==> src/hdl/utx_pkg.sv <==
package utx_pkg;

    // Byte offsets of the word registers on the bus.
    localparam logic [11:0] UTX_ADDR_PAIR_EXT = 12'h038;
    localparam logic [11:0] UTX_ADDR_PAIR = 12'h03c;
    localparam logic [11:0] UTX_ADDR_FLAG = 12'h040;
    localparam logic [11:0] UTX_ADDR_FLAG_SET = 12'h044;
    localparam logic [11:0] UTX_ADDR_FLAG_CLR = 12'h048;
    localparam logic [11:0] UTX_ADDR_IRQ_EN = 12'h04c;
    localparam logic [11:0] UTX_ADDR_CTRL = 12'h060;
    localparam logic [11:0] UTX_ADDR_STAT = 12'h064;
    localparam int UTX_ADDR_W = 12;

    // Frame fields of the extended pair port.
    localparam int UTX_FIRST_LSB = 0;
    localparam int UTX_SECOND_LSB = 16;
    localparam int UTX_FIRST_CTL_LSB = 11;
    localparam int UTX_SECOND_CTL_LSB = 27;
    localparam int UTX_CTL_W = 5;
    // Frame fields of the plain pair port, eight bits each.
    localparam int UTX_PLAIN_W = 8;
    localparam int UTX_PLAIN_FIRST_LSB = 0;
    localparam int UTX_PLAIN_SECOND_LSB = 8;

    // Bit order inside a five-bit per-frame control slice.
    localparam int UTX_CTL_UNBLOCK = 0;
    localparam int UTX_CTL_TRI = 1;
    localparam int UTX_CTL_BREAK = 2;
    localparam int UTX_CTL_DISABLE = 3;
    localparam int UTX_CTL_RXEN = 4;

    // Flag bit positions, shared by status, set, clear and enable words.
    localparam int UTX_FLAG_W = 13;
    localparam int UTX_F_COLL = 12;
    localparam int UTX_F_SEL_MASTER = 11;
    localparam int UTX_F_ADDR_FRAME = 10;
    localparam int UTX_F_FRAMING = 9;
    localparam int UTX_F_PARITY = 8;
    localparam int UTX_F_TX_UNDER = 7;
    localparam int UTX_F_TX_OVER = 6;
    localparam int UTX_F_RX_UNDER = 5;
    localparam int UTX_F_RX_OVER = 4;
    localparam int UTX_F_RX_FULL = 3;
    localparam int UTX_F_RX_VALID = 2;
    localparam int UTX_F_TX_LEVEL = 1;
    localparam int UTX_F_TX_DONE = 0;
    localparam logic [12:0] UTX_FLAG_RESET = 13'h0002;
    // Bits that software may set or clear; data valid and level excluded.
    localparam logic [12:0] UTX_FLAG_SW_MASK = 13'h1ff9;

    // Own control word layout.
    localparam int UTX_C_TX_EN = 0;
    localparam int UTX_C_RX_EN = 1;
    localparam int UTX_C_TRI = 2;
    localparam int UTX_C_RX_BLOCK = 3;
    localparam int UTX_C_LEVEL_SEL = 4;
    localparam int UTX_CTRL_W = 5;
    localparam logic [4:0] UTX_CTRL_RESET = 5'h00;

    // Transmit buffer depth in frames; one pair write fills it.
    localparam int UTX_DEPTH = 2;
    localparam logic [1:0] UTX_CNT_EMPTY = 2'h0;
    localparam logic [1:0] UTX_CNT_HALF = 2'h1;
    localparam logic [1:0] UTX_CNT_FULL = 2'h2;

endpackage

==> src/hdl/utx_tx_irq.sv <==
`timescale 1ns/1ps
// What this block does
// - Extended pair write queues bits 8:0 first.
// - Frame flag sends that frame as break.
// - Frame flag sets tristate control after send.
// - Frame flag clears receiver block after send.
// - Plain pair write queues 7:0 then 15:8.
// - Selected as slave while master raises 11.
// - Address frame received raises flag 10.
// - Framing error raises 9 unless receiver blocked.
// - Parity error raises 8 unless receiver blocked.
// - Slave start without data raises flag 7.
// - Write to non-empty buffer raises 6, discarded.
// - Read of empty receive buffer raises 5.
// - Receive shift register overrun raises flag 4.
// - Receive full raises 3, data valid 2.
// - Level flag resets 1, follows level select.
// - Buffer and shifter empty raises flag 0.
// - Set word sets flags, not 2:1.
// - Clear word clears flags, not 2:1.
// - Enable word holds 13 bits, reset 0.
// - Enable bits 12..0 gate the flags.
module utx_tx_irq
    import utx_pkg::*;
#(
    parameter int FRAME_W = 9
) (
    input wire logic hclk,
    input wire logic hresetn,
    input wire logic clk_en,
    input wire logic hsel,
    input wire logic [31:0] haddr,
    input wire logic [1:0] htrans,
    input wire logic hwrite,
    input wire logic [2:0] hsize,
    input wire logic [31:0] hwdata,
    input wire logic hready,
    output logic [31:0] hrdata,
    output logic hreadyout,
    output logic hresp,
    output logic tx_frame_valid,
    input wire logic tx_frame_ready,
    output logic [8:0] tx_frame_data,
    output logic tx_frame_break,
    input wire logic tx_done,
    input wire logic ev_collision_fail,
    input wire logic ev_selected_master,
    input wire logic ev_address_frame,
    input wire logic ev_framing_error,
    input wire logic ev_parity_error,
    input wire logic ev_tx_underflow,
    input wire logic ev_rx_underflow,
    input wire logic ev_rx_overflow,
    input wire logic ev_rx_full,
    input wire logic rx_data_avail,
    output logic transmitter_enable,
    output logic receiver_enable,
    output logic transmitter_tristate_ctl,
    output logic receiver_block_ctl,
    output logic irq
);

    // The frame fields are laid out for nine-bit frames only.
    if (FRAME_W != 9) begin : g_bad_width
        $error("utx_tx_irq supports only nine-bit frames");
    end

    // Joins a frame's data and control slice into one buffer word.
    function automatic logic [13:0] pack_frame(input logic [8:0] d,
                                               input logic [4:0] c);
        pack_frame = {c, d};
    endfunction

    // Address phase capture.
    logic ap_wr_r; // A write is in its data phase.
    logic [11:0] ap_addr_r; // Byte address of that write.
    logic ap_take; // Address phase accepted this cycle.
    // Register state.
    logic [12:0] flag_r; // Sticky flags.
    logic [12:0] flag_nxt;
    logic [12:0] ien_r; // Interrupt enables.
    logic [4:0] ctrl_r; // Control word.
    logic [13:0] buf_r [UTX_DEPTH]; // Queued frames, entry 0 leaves first.
    logic [1:0] cnt_r; // Frames in the buffer.
    logic [4:0] cur_ctl_r; // Control slice of the frame in the shifter.
    logic [31:0] hrdata_r;
    logic [31:0] rd_val;
    // Decoded data phase writes.
    logic wr_pair;
    logic wr_pair_ext;
    logic wr_tx;
    logic wr_ok;
    logic tx_over;
    logic pop;
    logic [13:0] first_word;
    logic [13:0] second_word;
    logic [12:0] sw_set;
    logic [12:0] sw_clr;
    logic [12:0] hw_set;
    logic level_hit;

    // The slave never inserts wait states except while frozen.
    assign hreadyout = clk_en;
    assign hresp = 1'b0;
    assign hrdata = hrdata_r;
    assign ap_take = hsel && htrans[1] && hready;

    // Latch each accepted address phase for its data phase.
    always_ff @(posedge hclk or negedge hresetn) begin
        if (!hresetn) begin
            ap_wr_r <= 1'b0;
            ap_addr_r <= 12'h000;
        end else if (clk_en && hready) begin
            ap_wr_r <= ap_take && hwrite;
            ap_addr_r <= haddr[UTX_ADDR_W-1:0];
        end
    end

    // Data phase write decoding.
    always_comb begin
        wr_pair = 1'b0;
        wr_pair_ext = 1'b0;
        sw_set = 13'h0000;
        sw_clr = 13'h0000;
        if (!ap_wr_r) begin
            // No write pending.
        end else if (ap_addr_r == UTX_ADDR_PAIR) begin
            wr_pair = 1'b1;
        end else if (ap_addr_r == UTX_ADDR_PAIR_EXT) begin
            wr_pair_ext = 1'b1;
        end else if (ap_addr_r == UTX_ADDR_FLAG_SET) begin
            sw_set = hwdata[UTX_FLAG_W-1:0] & UTX_FLAG_SW_MASK;
        end else if (ap_addr_r == UTX_ADDR_FLAG_CLR) begin
            sw_clr = hwdata[UTX_FLAG_W-1:0] & UTX_FLAG_SW_MASK;
        end
    end

    assign wr_tx = wr_pair || wr_pair_ext;
    // A pair needs the whole buffer, so it goes in only when empty.
    assign wr_ok = wr_tx && (cnt_r == UTX_CNT_EMPTY);
    assign tx_over = wr_tx && (cnt_r != UTX_CNT_EMPTY);

    // Split the written word into two frames; plain writes clear control.
    always_comb begin
        if (wr_pair_ext) begin
            first_word = pack_frame(
                hwdata[UTX_FIRST_LSB +: FRAME_W],
                hwdata[UTX_FIRST_CTL_LSB +: UTX_CTL_W]);
            second_word = pack_frame(
                hwdata[UTX_SECOND_LSB +: FRAME_W],
                hwdata[UTX_SECOND_CTL_LSB +: UTX_CTL_W]);
        end else begin
            first_word = pack_frame(
                {1'b0, hwdata[UTX_PLAIN_FIRST_LSB +: UTX_PLAIN_W]}, 5'h00);
            second_word = pack_frame(
                {1'b0, hwdata[UTX_PLAIN_SECOND_LSB +: UTX_PLAIN_W]}, 5'h00);
        end
    end

    // Frames leave only while the transmitter is enabled.
    assign tx_frame_valid = clk_en && (cnt_r != UTX_CNT_EMPTY)
                            && ctrl_r[UTX_C_TX_EN];
    assign pop = tx_frame_valid && tx_frame_ready;
    assign tx_frame_data = buf_r[0][FRAME_W-1:0];
    // The break request travels with the frame itself.
    assign tx_frame_break = buf_r[0][FRAME_W + UTX_CTL_BREAK];

    // Transmit buffer; an overflowing write leaves its contents alone.
    always_ff @(posedge hclk or negedge hresetn) begin
        if (!hresetn) begin
            buf_r[0] <= 14'h0000;
            buf_r[1] <= 14'h0000;
            cnt_r <= UTX_CNT_EMPTY;
        end else if (clk_en) begin
            if (wr_ok) begin
                // The first frame sits at the head and goes out first.
                buf_r[0] <= first_word;
                buf_r[1] <= second_word;
                cnt_r <= UTX_CNT_FULL;
            end else if (pop) begin
                buf_r[0] <= buf_r[1];
                cnt_r <= cnt_r - 2'h1;
            end
        end
    end

    // Remember the control slice of the frame now being shifted out.
    always_ff @(posedge hclk or negedge hresetn) begin
        if (!hresetn) begin
            cur_ctl_r <= 5'h00;
        end else if (clk_en && pop) begin
            cur_ctl_r <= buf_r[0][FRAME_W +: UTX_CTL_W];
        end
    end

    // Control word: software writes it, finished frames act on it after.
    always_ff @(posedge hclk or negedge hresetn) begin
        if (!hresetn) begin
            ctrl_r <= UTX_CTRL_RESET;
        end else if (clk_en) begin
            if (ap_wr_r && ap_addr_r == UTX_ADDR_CTRL) begin
                ctrl_r <= hwdata[UTX_CTRL_W-1:0];
            end
            // A finished frame's actions win over a write in the same cycle.
            if (tx_done) begin
                if (cur_ctl_r[UTX_CTL_RXEN]) begin
                    ctrl_r[UTX_C_RX_EN] <= 1'b1;
                end
                if (cur_ctl_r[UTX_CTL_DISABLE]) begin
                    ctrl_r[UTX_C_TX_EN] <= 1'b0;
                end
                if (cur_ctl_r[UTX_CTL_TRI]) begin
                    ctrl_r[UTX_C_TRI] <= 1'b1;
                end
                if (cur_ctl_r[UTX_CTL_UNBLOCK]) begin
                    ctrl_r[UTX_C_RX_BLOCK] <= 1'b0;
                end
            end
        end
    end

    assign transmitter_enable = ctrl_r[UTX_C_TX_EN];
    assign receiver_enable = ctrl_r[UTX_C_RX_EN];
    // Releasing the line after a disable is done by raising tristate too.
    assign transmitter_tristate_ctl = ctrl_r[UTX_C_TRI]
                                      || !ctrl_r[UTX_C_TX_EN];
    assign receiver_block_ctl = ctrl_r[UTX_C_RX_BLOCK];

    // Level flag: empty, or at most half full when the select is set.
    assign level_hit = ctrl_r[UTX_C_LEVEL_SEL] ?
                       (cnt_r <= UTX_CNT_HALF) : (cnt_r == UTX_CNT_EMPTY);

    // Hardware events; framing and parity flags are held off while receive is blocked.
    always_comb begin
        hw_set = 13'h0000;
        hw_set[UTX_F_COLL] = ev_collision_fail;
        hw_set[UTX_F_SEL_MASTER] = ev_selected_master;
        hw_set[UTX_F_ADDR_FRAME] = ev_address_frame;
        hw_set[UTX_F_FRAMING] = ev_framing_error
                                && !ctrl_r[UTX_C_RX_BLOCK];
        hw_set[UTX_F_PARITY] = ev_parity_error
                               && !ctrl_r[UTX_C_RX_BLOCK];
        hw_set[UTX_F_TX_UNDER] = ev_tx_underflow;
        hw_set[UTX_F_TX_OVER] = tx_over;
        hw_set[UTX_F_RX_UNDER] = ev_rx_underflow;
        hw_set[UTX_F_RX_OVER] = ev_rx_overflow;
        hw_set[UTX_F_RX_FULL] = ev_rx_full;
        // Done with nothing left queued means buffer and shifter are empty.
        hw_set[UTX_F_TX_DONE] = tx_done && (cnt_r == UTX_CNT_EMPTY);
    end

    // Sticky flags: a set arriving with a clear wins.
    always_comb begin
        flag_nxt = (flag_r & ~sw_clr) | sw_set | hw_set;
        flag_nxt[UTX_F_RX_VALID] = rx_data_avail;
        flag_nxt[UTX_F_TX_LEVEL] = level_hit;
    end

    always_ff @(posedge hclk or negedge hresetn) begin
        if (!hresetn) begin
            flag_r <= UTX_FLAG_RESET;
        end else if (clk_en) begin
            flag_r <= flag_nxt;
        end
    end

    // Enable word; every bit is plain read-write.
    always_ff @(posedge hclk or negedge hresetn) begin
        if (!hresetn) begin
            ien_r <= 13'h0000;
        end else if (clk_en && ap_wr_r && ap_addr_r == UTX_ADDR_IRQ_EN) begin
            ien_r <= hwdata[UTX_FLAG_W-1:0];
        end
    end

    assign irq = |(flag_r & ien_r);

    // Read multiplexer; write-only and unmapped words read as zero.
    always_comb begin
        rd_val = 32'h0000_0000;
        if (haddr[UTX_ADDR_W-1:0] == UTX_ADDR_FLAG) begin
            rd_val[UTX_FLAG_W-1:0] = flag_r;
        end else if (haddr[UTX_ADDR_W-1:0] == UTX_ADDR_IRQ_EN) begin
            rd_val[UTX_FLAG_W-1:0] = ien_r;
        end else if (haddr[UTX_ADDR_W-1:0] == UTX_ADDR_CTRL) begin
            rd_val[UTX_CTRL_W-1:0] = ctrl_r;
        end else if (haddr[UTX_ADDR_W-1:0] == UTX_ADDR_STAT) begin
            rd_val[1:0] = cnt_r;
        end
    end

    // Read data is fetched at the address phase so it stands from a flop.
    always_ff @(posedge hclk or negedge hresetn) begin
        if (!hresetn) begin
            hrdata_r <= 32'h0000_0000;
        end else if (clk_en && ap_take && !hwrite) begin
            hrdata_r <= rd_val;
        end
    end
endmodule

==> config.mk <==
export PLATFORM = sky130hd
export DESIGN_NAME = utx_tx_irq
export DESIGN_NICKNAME = d
export VERILOG_FILES = /design/src/hdl/utx_pkg.sv /design/src/hdl/utx_tx_irq.sv
export SDC_FILE = /design/constraint.sdc
export NUM_CORES = 1
export LEC_CHECK = 0
export CAP_MARGIN = 20
export CORE_MARGIN = 1.5
export CORE_UTILIZATION = 40
export CTS_BUF_LIST = sky130_fd_sc_hd__clkbuf_2 sky130_fd_sc_hd__clkbuf_4 sky130_fd_sc_hd__clkbuf_8
export DETAILED_ROUTE_END_ITERATION = 10
export DONT_BUFFER_PORTS = 1
export PLACE_DENSITY = 0.5
export SLEW_MARGIN = 15
export SYNTH_ARGS = -nofsm -noshare
export SYNTH_HDL_FRONTEND = slang
export SYNTH_SLANG_ARGS = --single-unit
==> constraint.sdc <==
create_clock -name hclk -period 5.4 [get_ports hclk]
set_input_delay 0 -clock hclk [delete_from_list [all_inputs] [get_ports hclk]]
set_output_delay 0 -clock hclk [all_outputs]
set_load 0.01 [all_outputs]
==> results.json <==
{
  "status": "finished, final reports clean",
  "grt.overflow.total": 0,
  "rsz0062_at_grt": "false",
  "synth_edf_count": 0,
  "clock_path_buffers": 2,
  "synth_cells": 414,
  "drt_first_pass_iters": 5,
  "synth_top_family_by_area": "multiplexers",
  "die_x_um": 112,
  "start_util": 0.413,
  "cts_tree": "done",
  "grt_util_met1": 0.271,
  "synthFlopType": "dfrtp_1",
  "initialDrtViolationCount": 190,
  "h-tree-depth": 3,
  "max_cap_violations": 0,
  "worst_pin_slew_ns": 0.953,
  "via_count": 3320,
  "ys_ff_latch": 91,
  "met2_usage": 0.329,
  "synth_top_area_share": 0.475,
  "syn_area_mm2": 0.00474,
  "cts_made_buffers": 9,
  "drive_above_1_share": 0.180,
  "skew_ns": 0.0126,
  "finalPower_w": 0.00136,
  "setup_viol": 0,
  "die_y_um": 112,
  "multi_input_area_mm2": 0.00214,
  "top_level_ports": 137,
  "core_mm2": 0.0115,
  "grt_max_degree": 92,
  "fmax_mhz": 323,
  "fin_tns_setup_ns": 0,
  "relSlewSlack": 0.364,
  "synth_compound_area_frac": 0.139,
  "grt_use_total": 0.204,
  "synth.area.top_cells": "dfrtp_1 (48%), mux2_2 (8.6%), mux2_4 (5.4%)",
  "cts_root_buf": "clkbuf_8",
  "post_drt_wl_per_cell_um": 20.1,
  "synthSimpleGateAreaFrac": 0.114,
  "gr-max-usage-layer": "met2",
  "ys_types": 54,
  "crit_fanout": 23,
  "clk_pin_slew_ns": 0.09,
  "final_nets": 544,
  "rows": 39,
  "synthArstFlopShare": 1.00,
  "die_area_mm2": 0.0125,
  "worst_ep_required_time_ns": 5.71,
  "synthAdderAreaFrac": 0.00528,
  "portBuffers": 0,
  "min_path_type": "in -> out",
  "wirelength_mm": 12.1,
  "grt_pass1_vias": 3453,
  "hold_viol_final": 0,
  "finalCritPeriodShare": 0.574,
  "seq_area_frac_synth": 0.481,
  "antenna_cells": 0,
  "clkLatencyLatePin_ns": 0.37,
  "synth.mux.area_fraction": 0.177,
  "critPathKind": "reg -> reg",
  "antenna_left": 0,
  "layoutNonFillerInstCount": 603,
  "place_congestion": 0.765,
  "drc": 0,
  "vias_per_cell": 5.51,
  "ir_drop_mv": 0.146,
  "synth_xor_area_frac": 0,
  "final_util": 0.480,
  "startpoint_type": "flip-flop",
  "seq_area_mm2": 0.00228,
  "syn_area_per_cell_um2": 11.4,
  "fin_hold_ws_ns": 0.000355,
  "grt_antenna_before_repair": 0,
  "fin_crit_ns": 3.10,
  "slew_viol_final": 0,
  "cp.arrival_ns": 3.41,
  "hpwlAfterDp_mm": 8.19,
  "synthToLayoutAreaGrowth_pct": 16.1,
  "p_leak_nw": 2.43,
  "dp.cells": 525,
  "grt_use_met3": 0.0604,
  "fill_cells": 1083,
  "power-per-cell-area_mw_per_mm2": 247,
  "grt_pass1_wl_mm": 19.5,
  "critPathCaptureType": "flip-flop",
  "yosysWarnings": 0,
  "clock_sinks": 91,
  "synth_top_area_cell": "dfrtp_1"
}
[timing repair]
item | 4_1_cts | 5_1_grt
setup buffers | 0 | 0
hold endpoints to repair | 162 | 0
hold buffers | 62 | 0
gates resized for setup | 0 | 0
[worst max-delay path: stages, from the launching register on]
cell           delay, ns
dfrtp_1             0.97
nor4bb_1            0.41
and2_1              0.27
a41o_1              0.19
dlygate4sd3_1       0.54
a22o_1              0.11
dlygate4sd3_1       0.54
[cells by family after synthesis]
kind of cell               count (synthesis)
other                                      1
and+or+nand+nor                           84
DFF                                       91
buffers and inverters                     64
AOI/OAI and AO/OA                        102
muxes                                     70
adders and majority gates                  2
[worst paths after layout]
check	endpoint	slack, ns	depth (start not counted)	start
setup reg to reg	flag_r[11]	2.30	6	ap_addr_r[2]
min in group asynchronous	ap_wr_r	0.20	2	hresetn
hold reg to reg	ctrl_r[0]	0.47	1	cur_ctl_r[3]
max in group asynchronous	flag_r[1]	4.80	2	hresetn
setup / recovery	flag_r[11]	2.30	6	ap_addr_r[2]
hold / removal	hreadyout	0.0004	0	clk_en
[sequential cells by signal, indices dropped and copies added, names as in the netlist, 2 cells and up]
register,count
buf_r,18
cur_ctl_r,4
tx_frame_data,9
ctrl_r,5
hrdata,13
ien_r,13
cnt_r,2
ap_addr_r,12
flag_r,13
[layer usage]
layer  part of all wire  wire length (um)  vias up
li1                   -                 -     1544
met1               0.46              5590     1690
met2               0.48              5850       76
met3              0.047               571       10
met4              0.010               121        0
met5                  0                 0        -
[placed cells by master (no fill, tap or decap), drive strengths merged, types with 3 or more instances in the layout]
cell	Yosys	layout
inv	13	13
nor2b	6	6
clkbuf	10	15
a31oi	10	10
a221o	8	8
mux2i	12	12
and3b	3	3
and2	3	3
dfrtp	90	90
nand3	17	17
nand2	21	21
mux2	58	58
or3	3	3
a21oi	6	6
a2111oi	3	3
and3	4	4
o21ai	52	52
and4b	3	3
a22oi	10	10
dlygate4sd3	0	61
nand2b	7	7
conb	1	20
[cell type report]
class	count	share of cell area
flip-flops and latches	91	0.414
multi-input cells	278	0.389
repair buffers	62	0.116
clock buffers	15	0.0341
well taps	143	0.0325
inverters	13	0.00887
clock inverters	1	0.00546
[synthesized netlist by cell type, types with 3 or more instances]
master and number:
a2111oi_0 3, and4b_1 3, and3b_1 3, clkbuf_1 10, a21oi_1 6, inv_1 13
nor2b_1 6, buf_2 3, mux2_1 5, mux2_4 17, o21ai_0 38, buf_6 4
mux2i_1 12, nand2_1 21, and3_1 4, o21ai_1 13, a31oi_1 10, a22oi_1 10
and2_1 3, dfrtp_1 90, a221o_1 8, buf_4 32, mux2_2 36, nand2b_1 7
nand3_1 16
[power breakdown]
group / total [W] / leakage [nW] / internal [W] / switching (W)
clock: 0.000502 / 0.114 / 0.000268 / 0.000234
sequential: 0.000724 / 1.19 / 0.000698 / 0.0000259
combinational: 0.000133 / 1.13 / 0.0000674 / 0.0000659
[metrics by stage]
step	setup slack (ns)	instance area [um^2]
detailed placement	2.52	4640
global route	2.12	5500
floorplan	3.35	4810
finish	2.30	5500
CTS	2.28	5500
global placement	2.53	4640
No activity file was read; power rests on OpenSTA's default activity.
